$ cat config.mk
export PLATFORM = sky130hd
export DESIGN_NAME = ioc_top
export DESIGN_NICKNAME = d
export VERILOG_FILES = /design/src/hw/ioc_pkg.sv /design/src/hw/ioc_if.sv /design/src/hw/ioc_fifo2.sv /design/src/hw/ioc_gearbox.sv /design/src/hw/ioc_top.sv
export SDC_FILE = /design/constraint.sdc
export NUM_CORES = 1
export LEC_CHECK = 0
export BUFFER_PORTS_ARGS = -buffer_cell sky130_fd_sc_hd__buf_2
export CELL_PAD_IN_SITES_DETAIL_PLACEMENT = 0
export CELL_PAD_IN_SITES_GLOBAL_PLACEMENT = 1
export CORE_MARGIN = 3
export CORE_UTILIZATION = 43
export CTS_CLUSTER_DIAMETER = 50
export DETAILED_ROUTE_END_ITERATION = 8
export PLACE_DENSITY_LB_ADDON = 0.2
export SLEW_MARGIN = 20
export SYNTH_ARGS = -nofsm -noshare
export SYNTH_HDL_FRONTEND = slang
export SYNTH_SLANG_ARGS = --single-unit
$ cat constraint.sdc
create_clock -name pclk -period 6.5 [get_ports pclk]
set_input_delay 0.325 -clock pclk [delete_from_list [all_inputs] [get_ports pclk]]
set_output_delay 0.325 -clock pclk [all_outputs]
set_load 0.01 [all_outputs]
$ cat src/hw/ioc_pkg.sv
// package: register map, field positions and reset values of the io cell
//
// What this block does
// - raw pad value skips capture registers and delays
// - optional fixed delay ahead of capture registers
// - bottom cells add five-bit runtime dynamic delay
// - single rate: one register captures pad input
// - double rate: rising and falling samples, two streams
// - rise output, fall-or-single-rate output
// - core gives first always, second in double rate
// - tristate register drives pad buffer enable control
// - local set/reset forces registers to initial state
// - right cells: shifted strobe clocks read, write
// - right cells: polarity select for capture edges
// - strobe inputs act on right edge only
// - cells bundle in groups of four
// - adjacent pair drives true and inverted output
// - top groups carry eight-to-one output serializer
// - serializer modes: seven, eight, two fours
// - serializer has three pipeline stages
package ioc_pkg;
  // byte addresses of the registers
  localparam logic [7:0] OFS_CTRL   = 8'h00;
  localparam logic [7:0] OFS_DELAY  = 8'h04;
  localparam logic [7:0] OFS_STATUS = 8'h08;
  localparam logic [7:0] OFS_GEAR   = 8'h0C;
  // control field positions
  localparam int CB_BYPASS = 0;
  localparam int CB_FIXDLY = 1;
  localparam int CB_DYNDLY = 2;
  localparam int CB_DDR    = 3;
  localparam int CB_STROBE = 4;
  localparam int CB_INIT   = 5;
  localparam int CB_COMP   = 6;
  localparam int CB_GEAR   = 7;
  localparam int CB_GMODE  = 8;
  localparam int CB_RUN    = 10;
  localparam int CTRL_W    = 11;
  // values after reset
  localparam logic [10:0] CTRL_RST  = 11'h000;
  localparam logic [4:0]  DELAY_RST = 5'h00;
  // delay line lengths in cycles
  localparam int FIX_DLY_CYC = 4;
  localparam int DYN_TAPS    = 32;
  // serializer modes
  typedef enum logic [1:0] {
    GM_SEVEN  = 2'h0,
    GM_WIDE   = 2'h1,
    GM_NARROW = 2'h2
  } ioc_gmode_t;
  // device edge on which the cell sits
  typedef enum logic [1:0] {
    EDGE_LEFT   = 2'h0,
    EDGE_TOP    = 2'h1,
    EDGE_BOTTOM = 2'h2,
    EDGE_RIGHT  = 2'h3
  } ioc_edge_t;
endpackage

$ cat src/hw/ioc_if.sv
// interface: parallel word stream from the buffer into the serializer
`timescale 1ns/1ns
interface ioc_if #(parameter int W = 8);
  logic         valid;  // word offered
  logic         ready;  // word taken
  logic [W-1:0] data;   // parallel word
  modport src (output valid, output data, input ready);
  modport snk (input valid, input data, output ready);
endinterface

$ cat src/hw/ioc_fifo2.sv
// module: two-entry buffer between register writes and serializer
`timescale 1ns/1ns
module ioc_fifo2 #(parameter int W = 8, parameter int DEPTH = 2) (
  // clock and reset
  input  wire logic         clk,
  input  wire logic         rst_n,
  // filling side
  input  wire logic         in_valid,
  input  wire logic [W-1:0] in_data,
  output logic              in_ready,
  // draining side
  ioc_if.src                out
);
  logic [W-1:0] mem_q [DEPTH];  // storage entries
  logic [1:0]   cnt_q;          // entries held
  logic         wr_q;           // write index
  logic         rd_q;           // read index
  logic         push;
  logic         pop;

  assign in_ready  = (cnt_q != 2'(DEPTH));
  assign out.valid = (cnt_q != 2'h0);
  assign out.data  = mem_q[rd_q];
  assign push      = in_valid & in_ready;
  assign pop       = out.valid & out.ready;

  // occupancy count
  always_ff @(posedge clk or negedge rst_n) begin
    if (!rst_n) cnt_q <= 2'h0;
    else if (push & ~pop) cnt_q <= cnt_q + 2'h1;
    else if (pop & ~push) cnt_q <= cnt_q - 2'h1;
  end

  // write side storage and index
  always_ff @(posedge clk or negedge rst_n) begin
    if (!rst_n) begin
      wr_q <= 1'b0;
      for (int i = 0; i < DEPTH; i++) mem_q[i] <= '0;
    end else if (push) begin
      mem_q[wr_q] <= in_data;
      wr_q        <= ~wr_q;
    end
  end

  // read index
  always_ff @(posedge clk or negedge rst_n) begin
    if (!rst_n) rd_q <= 1'b0;
    else if (pop) rd_q <= ~rd_q;
  end
endmodule

$ cat src/hw/ioc_gearbox.sv
// module: output serializer with slow, transfer and fast stages
`timescale 1ns/1ns
module ioc_gearbox #(parameter int W = 8) (
  // clock and reset
  input  wire logic              clk,
  input  wire logic              rst_n,
  // rate enables and control
  input  wire logic              slow_en,
  input  wire logic              fast_en,
  input  wire logic              enable,
  input  wire logic              lsr,
  input  wire ioc_pkg::ioc_gmode_t mode,
  // parallel words in
  ioc_if.snk                     in,
  // serial lanes out
  output logic                   ser_a,
  output logic                   ser_b,
  output logic                   busy
);
  typedef enum logic {GB_IDLE = 1'b0, GB_SHIFT = 1'b1} ioc_gb_st_t;
  ioc_gb_st_t   st_q;       // fast stage state
  logic [W-1:0] s1_q;       // slow stage word
  logic         s1_full_q;  // slow stage holds a word
  logic [W-1:0] sh_q;       // fast shift register
  logic [3:0]   cnt_q;      // bits left to shift
  logic [3:0]   len;        // bits per lane in this mode
  logic         load;

  // lane length per mode
  always_comb begin
    unique case (mode)
      ioc_pkg::GM_SEVEN:  len = 4'h7;
      ioc_pkg::GM_WIDE:   len = 4'h8;
      ioc_pkg::GM_NARROW: len = 4'h4;
      default:            len = 4'h8;
    endcase
  end

  assign in.ready = enable & slow_en & ~s1_full_q & ~lsr;
  assign load     = fast_en & s1_full_q & (st_q == GB_IDLE || cnt_q == 4'h1);
  assign busy     = (st_q == GB_SHIFT);

  // stage one: sample core word on the slow rate
  always_ff @(posedge clk or negedge rst_n) begin
    if (!rst_n) begin
      s1_q      <= '0;
      s1_full_q <= 1'b0;
    end else if (lsr) begin
      s1_full_q <= 1'b0;
    end else if (in.valid & in.ready) begin
      s1_q      <= in.data;
      s1_full_q <= 1'b1;
    end else if (load) begin
      s1_full_q <= 1'b0;
    end
  end

  // stage two and three: transfer then shift on fast rate
  always_ff @(posedge clk or negedge rst_n) begin
    if (!rst_n) begin
      st_q  <= GB_IDLE;
      sh_q  <= '0;
      cnt_q <= 4'h0;
    end else if (lsr) begin
      st_q  <= GB_IDLE;
      cnt_q <= 4'h0;
    end else if (load) begin
      st_q  <= GB_SHIFT;
      sh_q  <= s1_q;
      cnt_q <= len;
    end else if (fast_en && st_q == GB_SHIFT) begin
      // narrow mode shifts two independent nibbles
      if (mode == ioc_pkg::GM_NARROW)
        sh_q <= {1'b0, sh_q[7:5], 1'b0, sh_q[3:1]};
      else
        sh_q <= {1'b0, sh_q[7:1]};
      cnt_q <= cnt_q - 4'h1;
      if (cnt_q == 4'h1) st_q <= GB_IDLE;
    end
  end

  // serial lanes, lane b only in narrow mode
  always_ff @(posedge clk or negedge rst_n) begin
    if (!rst_n) begin
      ser_a <= 1'b0;
      ser_b <= 1'b0;
    end else begin
      ser_a <= busy & sh_q[0];
      ser_b <= busy & (mode == ioc_pkg::GM_NARROW) & sh_q[4];
    end
  end
endmodule

$ cat src/hw/ioc_top.sv
// module: one io logic cell with input, output, tristate paths and apb
`timescale 1ns/1ns
module ioc_top #(
  parameter ioc_pkg::ioc_edge_t EDGE     = ioc_pkg::EDGE_BOTTOM,
  parameter logic [1:0]         CELL_IDX = 2'h0,
  parameter int                 FIX_CYC  = ioc_pkg::FIX_DLY_CYC
) (
  // apb clock, reset and slave
  input  wire logic        pclk,
  input  wire logic        presetn,
  input  wire logic [7:0]  paddr,
  input  wire logic        psel,
  input  wire logic        penable,
  input  wire logic        pwrite,
  input  wire logic [31:0] pwdata,
  output logic [31:0]      prdata,
  output logic             pready,
  output logic             pslverr,
  // pad side
  input  wire logic        pad_data_in,
  output logic             pad_data_out,
  output logic             pad_data_oe,
  output logic             pad_pair_out,
  output logic             pad_tristate_ctl,
  // clocks and strobe controls from pins
  input  wire logic        core_sys_clk,
  input  wire logic        edge_fast_clk,
  input  wire logic        strobe_read_shifted_clk,
  input  wire logic        strobe_write_shifted_clk,
  input  wire logic        capture_polarity_sel,
  // core side
  input  wire logic        core_out_first,
  input  wire logic        core_out_second,
  input  wire logic        core_tristate_ctl,
  input  wire logic        local_set_reset,
  output logic             bypass_comb_in,
  output logic             bypass_clock_in,
  output logic             rise_capture_out,
  output logic             fall_or_sdr_capture_out,
  output logic             gear_lane_b_out
);
  localparam int NS = 6;  // synchronised pins
  localparam int TAPS = ioc_pkg::DYN_TAPS;
  // strobe, dynamic delay and gearbox presence by placement
  localparam bit IS_RIGHT = (EDGE == ioc_pkg::EDGE_RIGHT);
  localparam bit IS_BOT   = (EDGE == ioc_pkg::EDGE_BOTTOM);
  localparam bit HAS_GEAR = (EDGE == ioc_pkg::EDGE_TOP) && (CELL_IDX == 2'h0);

  logic [NS-1:0]  sync1_q;  // first synchroniser stage
  logic [NS-1:0]  sync2_q;  // second synchroniser stage
  logic [NS-1:0]  prev_q;   // previous value for edges
  logic [ioc_pkg::CTRL_W-1:0] ctrl_q;   // control register
  logic [4:0]     delay_q;  // dynamic delay code
  logic [FIX_CYC-1:0] fix_q;  // fixed delay line
  logic [TAPS-1:0] dyn_q;   // dynamic delay line
  logic [4:0]     dyn_delay_code;
  logic           din;      // synchronised pad input
  logic           dly_in;   // input after delay choice
  logic           out_q;    // output data register
  logic           second_q; // held second half
  logic           tri_q;    // tristate register
  logic           fifo_ready;
  logic           gear_a;
  logic           gear_b;
  logic           gear_busy;
  logic           lsr;
  // decoded control bits
  logic c_byp, c_fix, c_dyn, c_ddr, c_stb, c_init, c_comp, c_gear, c_run;
  ioc_pkg::ioc_gmode_t gmode;
  // edge events
  logic sys_rise, sys_fall, fast_rise;
  logic srd_rise, srd_fall, swr_rise, swr_fall;
  logic cap_pos, cap_neg, lau_pos, lau_neg, pol;
  // bus decode
  logic acc, hit_ctrl, hit_dly, hit_stat, hit_gear, mapped, wr_fire;
  logic [31:0] rd_word;

  ioc_if #(.W(8)) gear_if ();

  // rising edge of one synchronised pin
  function automatic logic rose(input logic [NS-1:0] c,
                                input logic [NS-1:0] p, input int i);
    return c[i] & ~p[i];
  endfunction

  // falling edge of one synchronised pin
  function automatic logic fell(input logic [NS-1:0] c,
                                input logic [NS-1:0] p, input int i);
    return ~c[i] & p[i];
  endfunction

  // two flip-flops for every pin input, then edge history
  always_ff @(posedge pclk or negedge presetn) begin
    if (!presetn) begin
      sync1_q <= '0;
      sync2_q <= '0;
      prev_q  <= '0;
    end else begin
      sync1_q <= {capture_polarity_sel, strobe_write_shifted_clk,
                  strobe_read_shifted_clk, edge_fast_clk,
                  core_sys_clk, pad_data_in};
      sync2_q <= sync1_q;
      prev_q  <= sync2_q;
    end
  end

  assign din       = sync2_q[0];
  assign sys_rise  = rose(sync2_q, prev_q, 1);
  assign sys_fall  = fell(sync2_q, prev_q, 1);
  assign fast_rise = rose(sync2_q, prev_q, 2);
  assign srd_rise  = rose(sync2_q, prev_q, 3);
  assign srd_fall  = fell(sync2_q, prev_q, 3);
  assign swr_rise  = rose(sync2_q, prev_q, 4);
  assign swr_fall  = fell(sync2_q, prev_q, 4);

  // control fields
  assign c_byp  = ctrl_q[ioc_pkg::CB_BYPASS];
  assign c_fix  = ctrl_q[ioc_pkg::CB_FIXDLY];
  assign c_dyn  = ctrl_q[ioc_pkg::CB_DYNDLY] & IS_BOT;
  assign c_ddr  = ctrl_q[ioc_pkg::CB_DDR];
  assign c_stb  = ctrl_q[ioc_pkg::CB_STROBE] & IS_RIGHT;
  assign c_init = ctrl_q[ioc_pkg::CB_INIT];
  assign c_comp = ctrl_q[ioc_pkg::CB_COMP];
  assign c_gear = ctrl_q[ioc_pkg::CB_GEAR] & HAS_GEAR;
  assign c_run  = ctrl_q[ioc_pkg::CB_RUN];
  assign gmode  = ioc_pkg::ioc_gmode_t'(ctrl_q[ioc_pkg::CB_GMODE +: 2]);
  assign lsr    = local_set_reset;
  assign dyn_delay_code = delay_q;

  // capture and launch edges, strobe clocks on right edge
  assign pol     = IS_RIGHT & sync2_q[5];
  assign cap_pos = pol ? (c_stb ? srd_fall : sys_fall)
                       : (c_stb ? srd_rise : sys_rise);
  assign cap_neg = pol ? (c_stb ? srd_rise : sys_rise)
                       : (c_stb ? srd_fall : sys_fall);
  assign lau_pos = c_stb ? swr_rise : sys_rise;
  assign lau_neg = c_stb ? swr_fall : sys_fall;

  // apb decode
  assign acc      = psel & penable;
  assign hit_ctrl = (paddr == ioc_pkg::OFS_CTRL);
  assign hit_dly  = (paddr == ioc_pkg::OFS_DELAY);
  assign hit_stat = (paddr == ioc_pkg::OFS_STATUS);
  assign hit_gear = (paddr == ioc_pkg::OFS_GEAR);
  assign mapped   = hit_ctrl | hit_dly | hit_stat | hit_gear;
  assign wr_fire  = acc & pready & pwrite & mapped;

  // read data selection
  always_comb begin
    rd_word = 32'h0000_0000;
    if (hit_ctrl) rd_word[ioc_pkg::CTRL_W-1:0] = ctrl_q;
    else if (hit_dly) rd_word[4:0] = delay_q;
    else if (hit_stat)
      rd_word[7:0] = {gear_busy, ~fifo_ready, tri_q, out_q,
                      fall_or_sdr_capture_out, rise_capture_out,
                      dly_in, din};
  end

  // apb answer one cycle into access, gear writes wait for room
  always_ff @(posedge pclk or negedge presetn) begin
    if (!presetn) begin
      pready  <= 1'b0;
      pslverr <= 1'b0;
      prdata  <= 32'h0000_0000;
    end else if (pready) begin
      pready  <= 1'b0;
      pslverr <= 1'b0;
    end else if (acc && !(pwrite && hit_gear && !fifo_ready)) begin
      pready  <= 1'b1;
      pslverr <= ~mapped;
      prdata  <= pwrite ? 32'h0000_0000 : rd_word;
    end
  end

  // control register, mode fields frozen while running
  always_ff @(posedge pclk or negedge presetn) begin
    if (!presetn) ctrl_q <= ioc_pkg::CTRL_RST;
    else if (wr_fire && hit_ctrl) begin
      ctrl_q[ioc_pkg::CB_RUN] <= pwdata[ioc_pkg::CB_RUN];
      if (!c_run)
        ctrl_q[ioc_pkg::CB_RUN-1:0] <= pwdata[ioc_pkg::CB_RUN-1:0];
    end
  end

  // dynamic delay code may change at any time
  always_ff @(posedge pclk or negedge presetn) begin
    if (!presetn) delay_q <= ioc_pkg::DELAY_RST;
    else if (wr_fire && hit_dly) delay_q <= pwdata[4:0];
  end

  // delay lines shift every cycle
  always_ff @(posedge pclk or negedge presetn) begin
    if (!presetn) begin
      fix_q <= '0;
      dyn_q <= '0;
    end else begin
      fix_q <= {fix_q[FIX_CYC-2:0], din};
      dyn_q <= {dyn_q[TAPS-2:0], din};
    end
  end

  // delay choice ahead of capture registers
  always_comb begin
    if (c_dyn) dly_in = dyn_q[dyn_delay_code];
    else if (c_fix) dly_in = fix_q[FIX_CYC-1];
    else dly_in = din;
  end

  // raw pad value straight to core
  always_ff @(posedge pclk or negedge presetn) begin
    if (!presetn) begin
      bypass_comb_in  <= 1'b0;
      bypass_clock_in <= 1'b0;
    end else begin
      bypass_comb_in  <= din;
      bypass_clock_in <= din;
    end
  end

  // input capture registers
  always_ff @(posedge pclk or negedge presetn) begin
    if (!presetn) begin
      rise_capture_out        <= 1'b0;
      fall_or_sdr_capture_out <= 1'b0;
    end else if (lsr) begin
      rise_capture_out        <= c_init;
      fall_or_sdr_capture_out <= c_init;
    end else if (!c_byp) begin
      if (c_ddr) begin
        if (cap_pos) rise_capture_out <= dly_in;
        if (cap_neg) fall_or_sdr_capture_out <= dly_in;
      end else if (cap_pos) begin
        fall_or_sdr_capture_out <= dly_in;
      end
    end
  end

  // output register, second half only in double rate
  always_ff @(posedge pclk or negedge presetn) begin
    if (!presetn) begin
      out_q    <= 1'b0;
      second_q <= 1'b0;
    end else if (lsr) begin
      out_q    <= c_init;
      second_q <= c_init;
    end else if (lau_pos) begin
      out_q    <= core_out_first;
      second_q <= core_out_second;
    end else if (lau_neg && c_ddr) begin
      out_q <= second_q;
    end
  end

  // tristate register
  always_ff @(posedge pclk or negedge presetn) begin
    if (!presetn) tri_q <= 1'b1;
    else if (lsr) tri_q <= c_init;
    else if (lau_pos) tri_q <= core_tristate_ctl;
  end

  // pad drivers, serializer lane replaces output register
  always_ff @(posedge pclk or negedge presetn) begin
    if (!presetn) begin
      pad_data_out     <= 1'b0;
      pad_pair_out     <= 1'b0;
      pad_data_oe      <= 1'b0;
      pad_tristate_ctl <= 1'b1;
      gear_lane_b_out  <= 1'b0;
    end else begin
      pad_data_out     <= c_gear ? gear_a : out_q;
      pad_pair_out     <= c_comp & ~(c_gear ? gear_a : out_q);
      pad_tristate_ctl <= tri_q;
      pad_data_oe      <= ~tri_q;
      gear_lane_b_out  <= c_gear & gear_b;
    end
  end

  // buffer takes parallel words written by software
  ioc_fifo2 #(.W(8), .DEPTH(2)) u_fifo (
    .clk      (pclk),
    .rst_n    (presetn),
    .in_valid (wr_fire & hit_gear),
    .in_data  (pwdata[7:0]),
    .in_ready (fifo_ready),
    .out      (gear_if.src)
  );

  // serializer, enabled only in the lead cell of top groups
  ioc_gearbox #(.W(8)) u_gear (
    .clk     (pclk),
    .rst_n   (presetn),
    .slow_en (sys_rise),
    .fast_en (fast_rise),
    .enable  (c_gear),
    .lsr     (lsr),
    .mode    (gmode),
    .in      (gear_if.snk),
    .ser_a   (gear_a),
    .ser_b   (gear_b),
    .busy    (gear_busy)
  );
endmodule

==> flow_metrics.env <==
export IMPL_status="complete, no violations"
export IMPL_worstRegToRegCells=5
export IMPL_slew_viol_final=0
export IMPL_nNetsFinal=353
export IMPL_clk_path_buf_depth=2
export IMPL_globalplace_congestion=0.743
export IMPL_cts_resized=0
export IMPL_dp_cells=382
export IMPL_finalSetupViolations=0
export IMPL_max_cap_violations=0
export IMPL_clock_transition_at_the_registers_of_the_reported_paths_ns=0.08
export IMPL_max_slew_worst_pin_slew_ns=0.993
export IMPL_grt_antenna_before_repair=0
export IMPL_worst_hold_path_type="in2reg"
export IMPL_drive_gt1_share_pct=30.5
export IMPL_tritoncts_num_buffers=9
export IMPL_synth_register_bits=77
export IMPL_num_rows=30
export IMPL_cellInternalPower_mw=0.745
export IMPL_drt_initial_drc_count=128
export IMPL_postRouteAntennaNets=0
export IMPL_critPathArrivalTime_ns=2.84
export IMPL_finalCritPeriodShare_pct=40.2
export IMPL_cts_num_sinks=77
export IMPL_post_route_drc_count=0
export IMPL_die_area_um2=8600
export IMPL_routed_via_density=4.89
export IMPL_place_port_buffers=50
export IMPL_timing_hold_worst_path_depth=1
export IMPL_critical_path_startpoint_type="input port"
export IMPL_cp_data_required_time_ns=6.72
export IMPL_summed_negative_setup_slack_over_all_endpoints_ns=0
export IMPL_critical_path_max_stage_delay_ns=0.55
export IMPL_yosysWarnings=0
export IMPL_synth_edff_count=0
export IMPL_setup_worst_path_end_class="register"
export IMPL_floorplan_initialDensity_pct=45.8
export IMPL_max_slew_margin_pct=33.2
export IMPL_ctsRootBufferMaster="sky130_fd_sc_hd__clkbuf_8"
export IMPL_clock_latency_ns=0.34
export IMPL_p_per_area_nw_per_um2=258
export IMPL_dp_final_hpwl_um=4120
export IMPL_ios=98
export IMPL_synthesis_area_um2=3230
export IMPL_net_switching_power_mw=0.213
export IMPL_cpMaxStageDelayCell="sky130_fd_sc_hd__or4_1"
export IMPL_synth_yosys_seq_area_share_pct=59.7
export IMPL_layoutNonFillerInstCount=398
export IMPL_path_max_fanout=10
export IMPL_setup_ws_ns=3.89
export IMPL_grt_pass1_vias=1836
export IMPL_fmaxAchievable_mhz=383
export IMPL_worstSetupPathType="in2reg"
export IMPL_chipHeight_um=92.7
export IMPL_grt_setup_unrepaired="false"
export IMPL_p_sw_share_pct=22.2
export IMPL_vdd_drop_max_uv=180
export IMPL_ys_types=42
export IMPL_num_antenna_cells=0
export IMPL_largest_net_degree_at_the_start_of_global_routing=78
export IMPL_ys_flop_type="sky130_fd_sc_hd__dfrtp_1"
export IMPL_htree_num_levels=3
export IMPL_detailroute_via_count=1945
export IMPL_filler_cell_count=642
export IMPL_grt_overflow_total=0
export IMPL_area_growth_syn_to_layout_pct=14.7
export IMPL_async_sr_flop_fraction_pct=100
export IMPL_gr_usage_all_layers_pct=14.8
export IMPL_p_seq_share_pct=52.9
export IMPL_holdBufCountCts=0
export IMPL_cts_tree="yes"
export IMPL_cts_repair_timing_setup_buffer_count=0
export IMPL_placed_area_um2=3480
export IMPL_grt_first_pass_wirelength_um=9690
export IMPL_power_share_clock_pct=41.2
export IMPL_leakage_nw=1.80
export IMPL_die_width_um=92.7
export IMPL_syn_area_per_cell_um2=13.1
export IMPL_final_hold_viol_count=0
export IMPL_number_of_detailed_routing_iterations_run_before_antenna_repair=4
export IMPL_period_needed_ns=2.61
export IMPL_place_ws_ns=3.52
export IMPL_final_hold_worst_slack_ns=0.0882
export IMPL_finish_instance_area_um2=3710
export IMPL_gate_count_of_the_mapped_netlist=246
export IMPL_power_share_combinational_pct=5.8
export IMPL_wirelength_um=5930
export IMPL_core_area_um2=7060
export IMPL_path_cells="buf_2 -> or4_1 -> or3_1 -> or4_4 -> or2_1 -> mux2_4"
export IMPL_fin_worst_skew_ns=0.00808
export IMPL_wire_per_inst_um=14.9
-- cell usage in the layout (no fill, tap or decap), types with 2 or more instances in the layout --
cell                         netlist  routed
sky130_fd_sc_hd__conb_1            1      22
sky130_fd_sc_hd__mux2_2            6       6
sky130_fd_sc_hd__buf_2             2      49
sky130_fd_sc_hd__inv_1             7       7
sky130_fd_sc_hd__nand4_1           3       3
sky130_fd_sc_hd__mux2_4           10      10
sky130_fd_sc_hd__nor2b_1           3       3
sky130_fd_sc_hd__nand3b_1          2       2
sky130_fd_sc_hd__dfstp_2           2       2
sky130_fd_sc_hd__o21ai_0          11      11
sky130_fd_sc_hd__clkinvlp_4        0       2
sky130_fd_sc_hd__nor4b_1           2       2
sky130_fd_sc_hd__buf_4            23       2
sky130_fd_sc_hd__a22oi_1           3       3
sky130_fd_sc_hd__clkbuf_8          0      10
sky130_fd_sc_hd__mux2i_1          19      19
sky130_fd_sc_hd__nand2_1          23      23
sky130_fd_sc_hd__bufinv_16         0       2
sky130_fd_sc_hd__a21o_1            2       2
sky130_fd_sc_hd__nand2b_1          3       3
sky130_fd_sc_hd__or4_1             2       2
sky130_fd_sc_hd__dfrtp_1          75      75
sky130_fd_sc_hd__nor3_1            2       2
sky130_fd_sc_hd__mux4_2            6       6
sky130_fd_sc_hd__a21oi_1           4       4
sky130_fd_sc_hd__nor2_1            8       8
sky130_fd_sc_hd__a22o_1            4       4
-- critical path, delay by kind of cell --
kind                   cells  cell delay, ns
and+or+nand+nor            4            2.02
muxes                      1            0.40
buffers and inverters      1            0.09
-- layer usage --
layer  part of all wire (%)  GRT usage (%)
met2                     44           20.3
met4                   0.89           4.40
met3                    6.5           5.28
met5                      0              0
met1                     48           22.0
-- final timing paths --
check | to | slack, ns | from
max | ctrl_q[3] | 3.89 | paddr[5]
min | sync1_q[0] | 0.09 | pad_data_in
max reg2reg | fall_or_sdr_capture_out | 3.99 | delay_q[0]
min reg2reg | sync2_q[0] | 0.36 | sync1_q[0]
max in group asynchronous | rise_capture_out | 5.77 | presetn
min in group asynchronous | u_fifo.cnt_q[0] | 0.13 | presetn
-- cells in the mapped netlist, types with 2 or more instances --
cell                        n  area (µm²)
sky130_fd_sc_hd__dfrtp_1   75        1880
sky130_fd_sc_hd__buf_4     23         173
sky130_fd_sc_hd__nand2_1   23        86.3
sky130_fd_sc_hd__mux2i_1   19         190
sky130_fd_sc_hd__o21ai_0   11        55.1
sky130_fd_sc_hd__mux2_4    10         150
sky130_fd_sc_hd__nor2_1     8        30.0
sky130_fd_sc_hd__inv_1      7        26.3
sky130_fd_sc_hd__clkbuf_1   6        22.5
sky130_fd_sc_hd__mux2_2     6        67.6
sky130_fd_sc_hd__mux4_2     6         135
sky130_fd_sc_hd__a21oi_1    4        20.0
sky130_fd_sc_hd__a22o_1     4        35.0
sky130_fd_sc_hd__a22oi_1    3        22.5
sky130_fd_sc_hd__nand2b_1   3        18.8
sky130_fd_sc_hd__nand4_1    3        18.8
sky130_fd_sc_hd__nor2b_1    3        18.8
sky130_fd_sc_hd__a21o_1     2        15.0
sky130_fd_sc_hd__buf_2      2        10.0
sky130_fd_sc_hd__dfstp_2    2        52.6
sky130_fd_sc_hd__nand3b_1   2        15.0
sky130_fd_sc_hd__nor3_1     2        10.0
sky130_fd_sc_hd__nor4b_1    2        17.5
sky130_fd_sc_hd__or4_1      2        15.0
-- cells by family after synthesis --
kind of cell	synth area share, %
AO/OA/AOI/OAI	6.27
adder cells (fa/ha/maj)	0.387
other	0.116
multiplexers	16.8
flip-flops	59.7
XOR/XNOR	0.271
AND/OR/NAND/NOR	8.98
buffers and inverters	7.51
-- power groups by stage --
stage	Clock, mW	Combinational, mW	Sequential, mW
2_1_floorplan	0	0.0363	0.515
3_3_place_gp	0	0.0562	0.516
3_5_place_dp	0	0.0566	0.516
4_1_cts	0.408	0.0568	0.507
5_1_grt	0.431	0.0632	0.509
6_report	0.395	0.0557	0.507
-- flip-flops by register name, indices dropped and copies added, names as in the netlist, 2 cells and up --
name and cells:
dyn_q 32, ctrl_q 11, prdata 11, delay_q 5, sync1_q 2, sync2_q 2
u_fifo.cnt_q 2
-- metrics by stage --
stage / utilization (%) / power (mW)
floorplan: - / 0.551
global placement: 49.4 / 0.572
detailed placement: 49.4 / 0.573
CTS: 52.6 / 0.972
global route: 52.6 / 1.00
finish: 52.6 / 0.958
-- cell type report --
class                           count  area [µm²]  share of cell area (%)
Sequential cell                    77        1930                    52.0
Timing Repair Buffer               51         260                    7.02
Clock inverter                      5        83.8                    2.26
Multi-Input combinational cell    151        1150                    30.9
Clock buffer                       11         141                    3.81
Inverter                            7        26.3                   0.709
Tap cell                           96         120                    3.24
(Power assumes the default switching activity.)
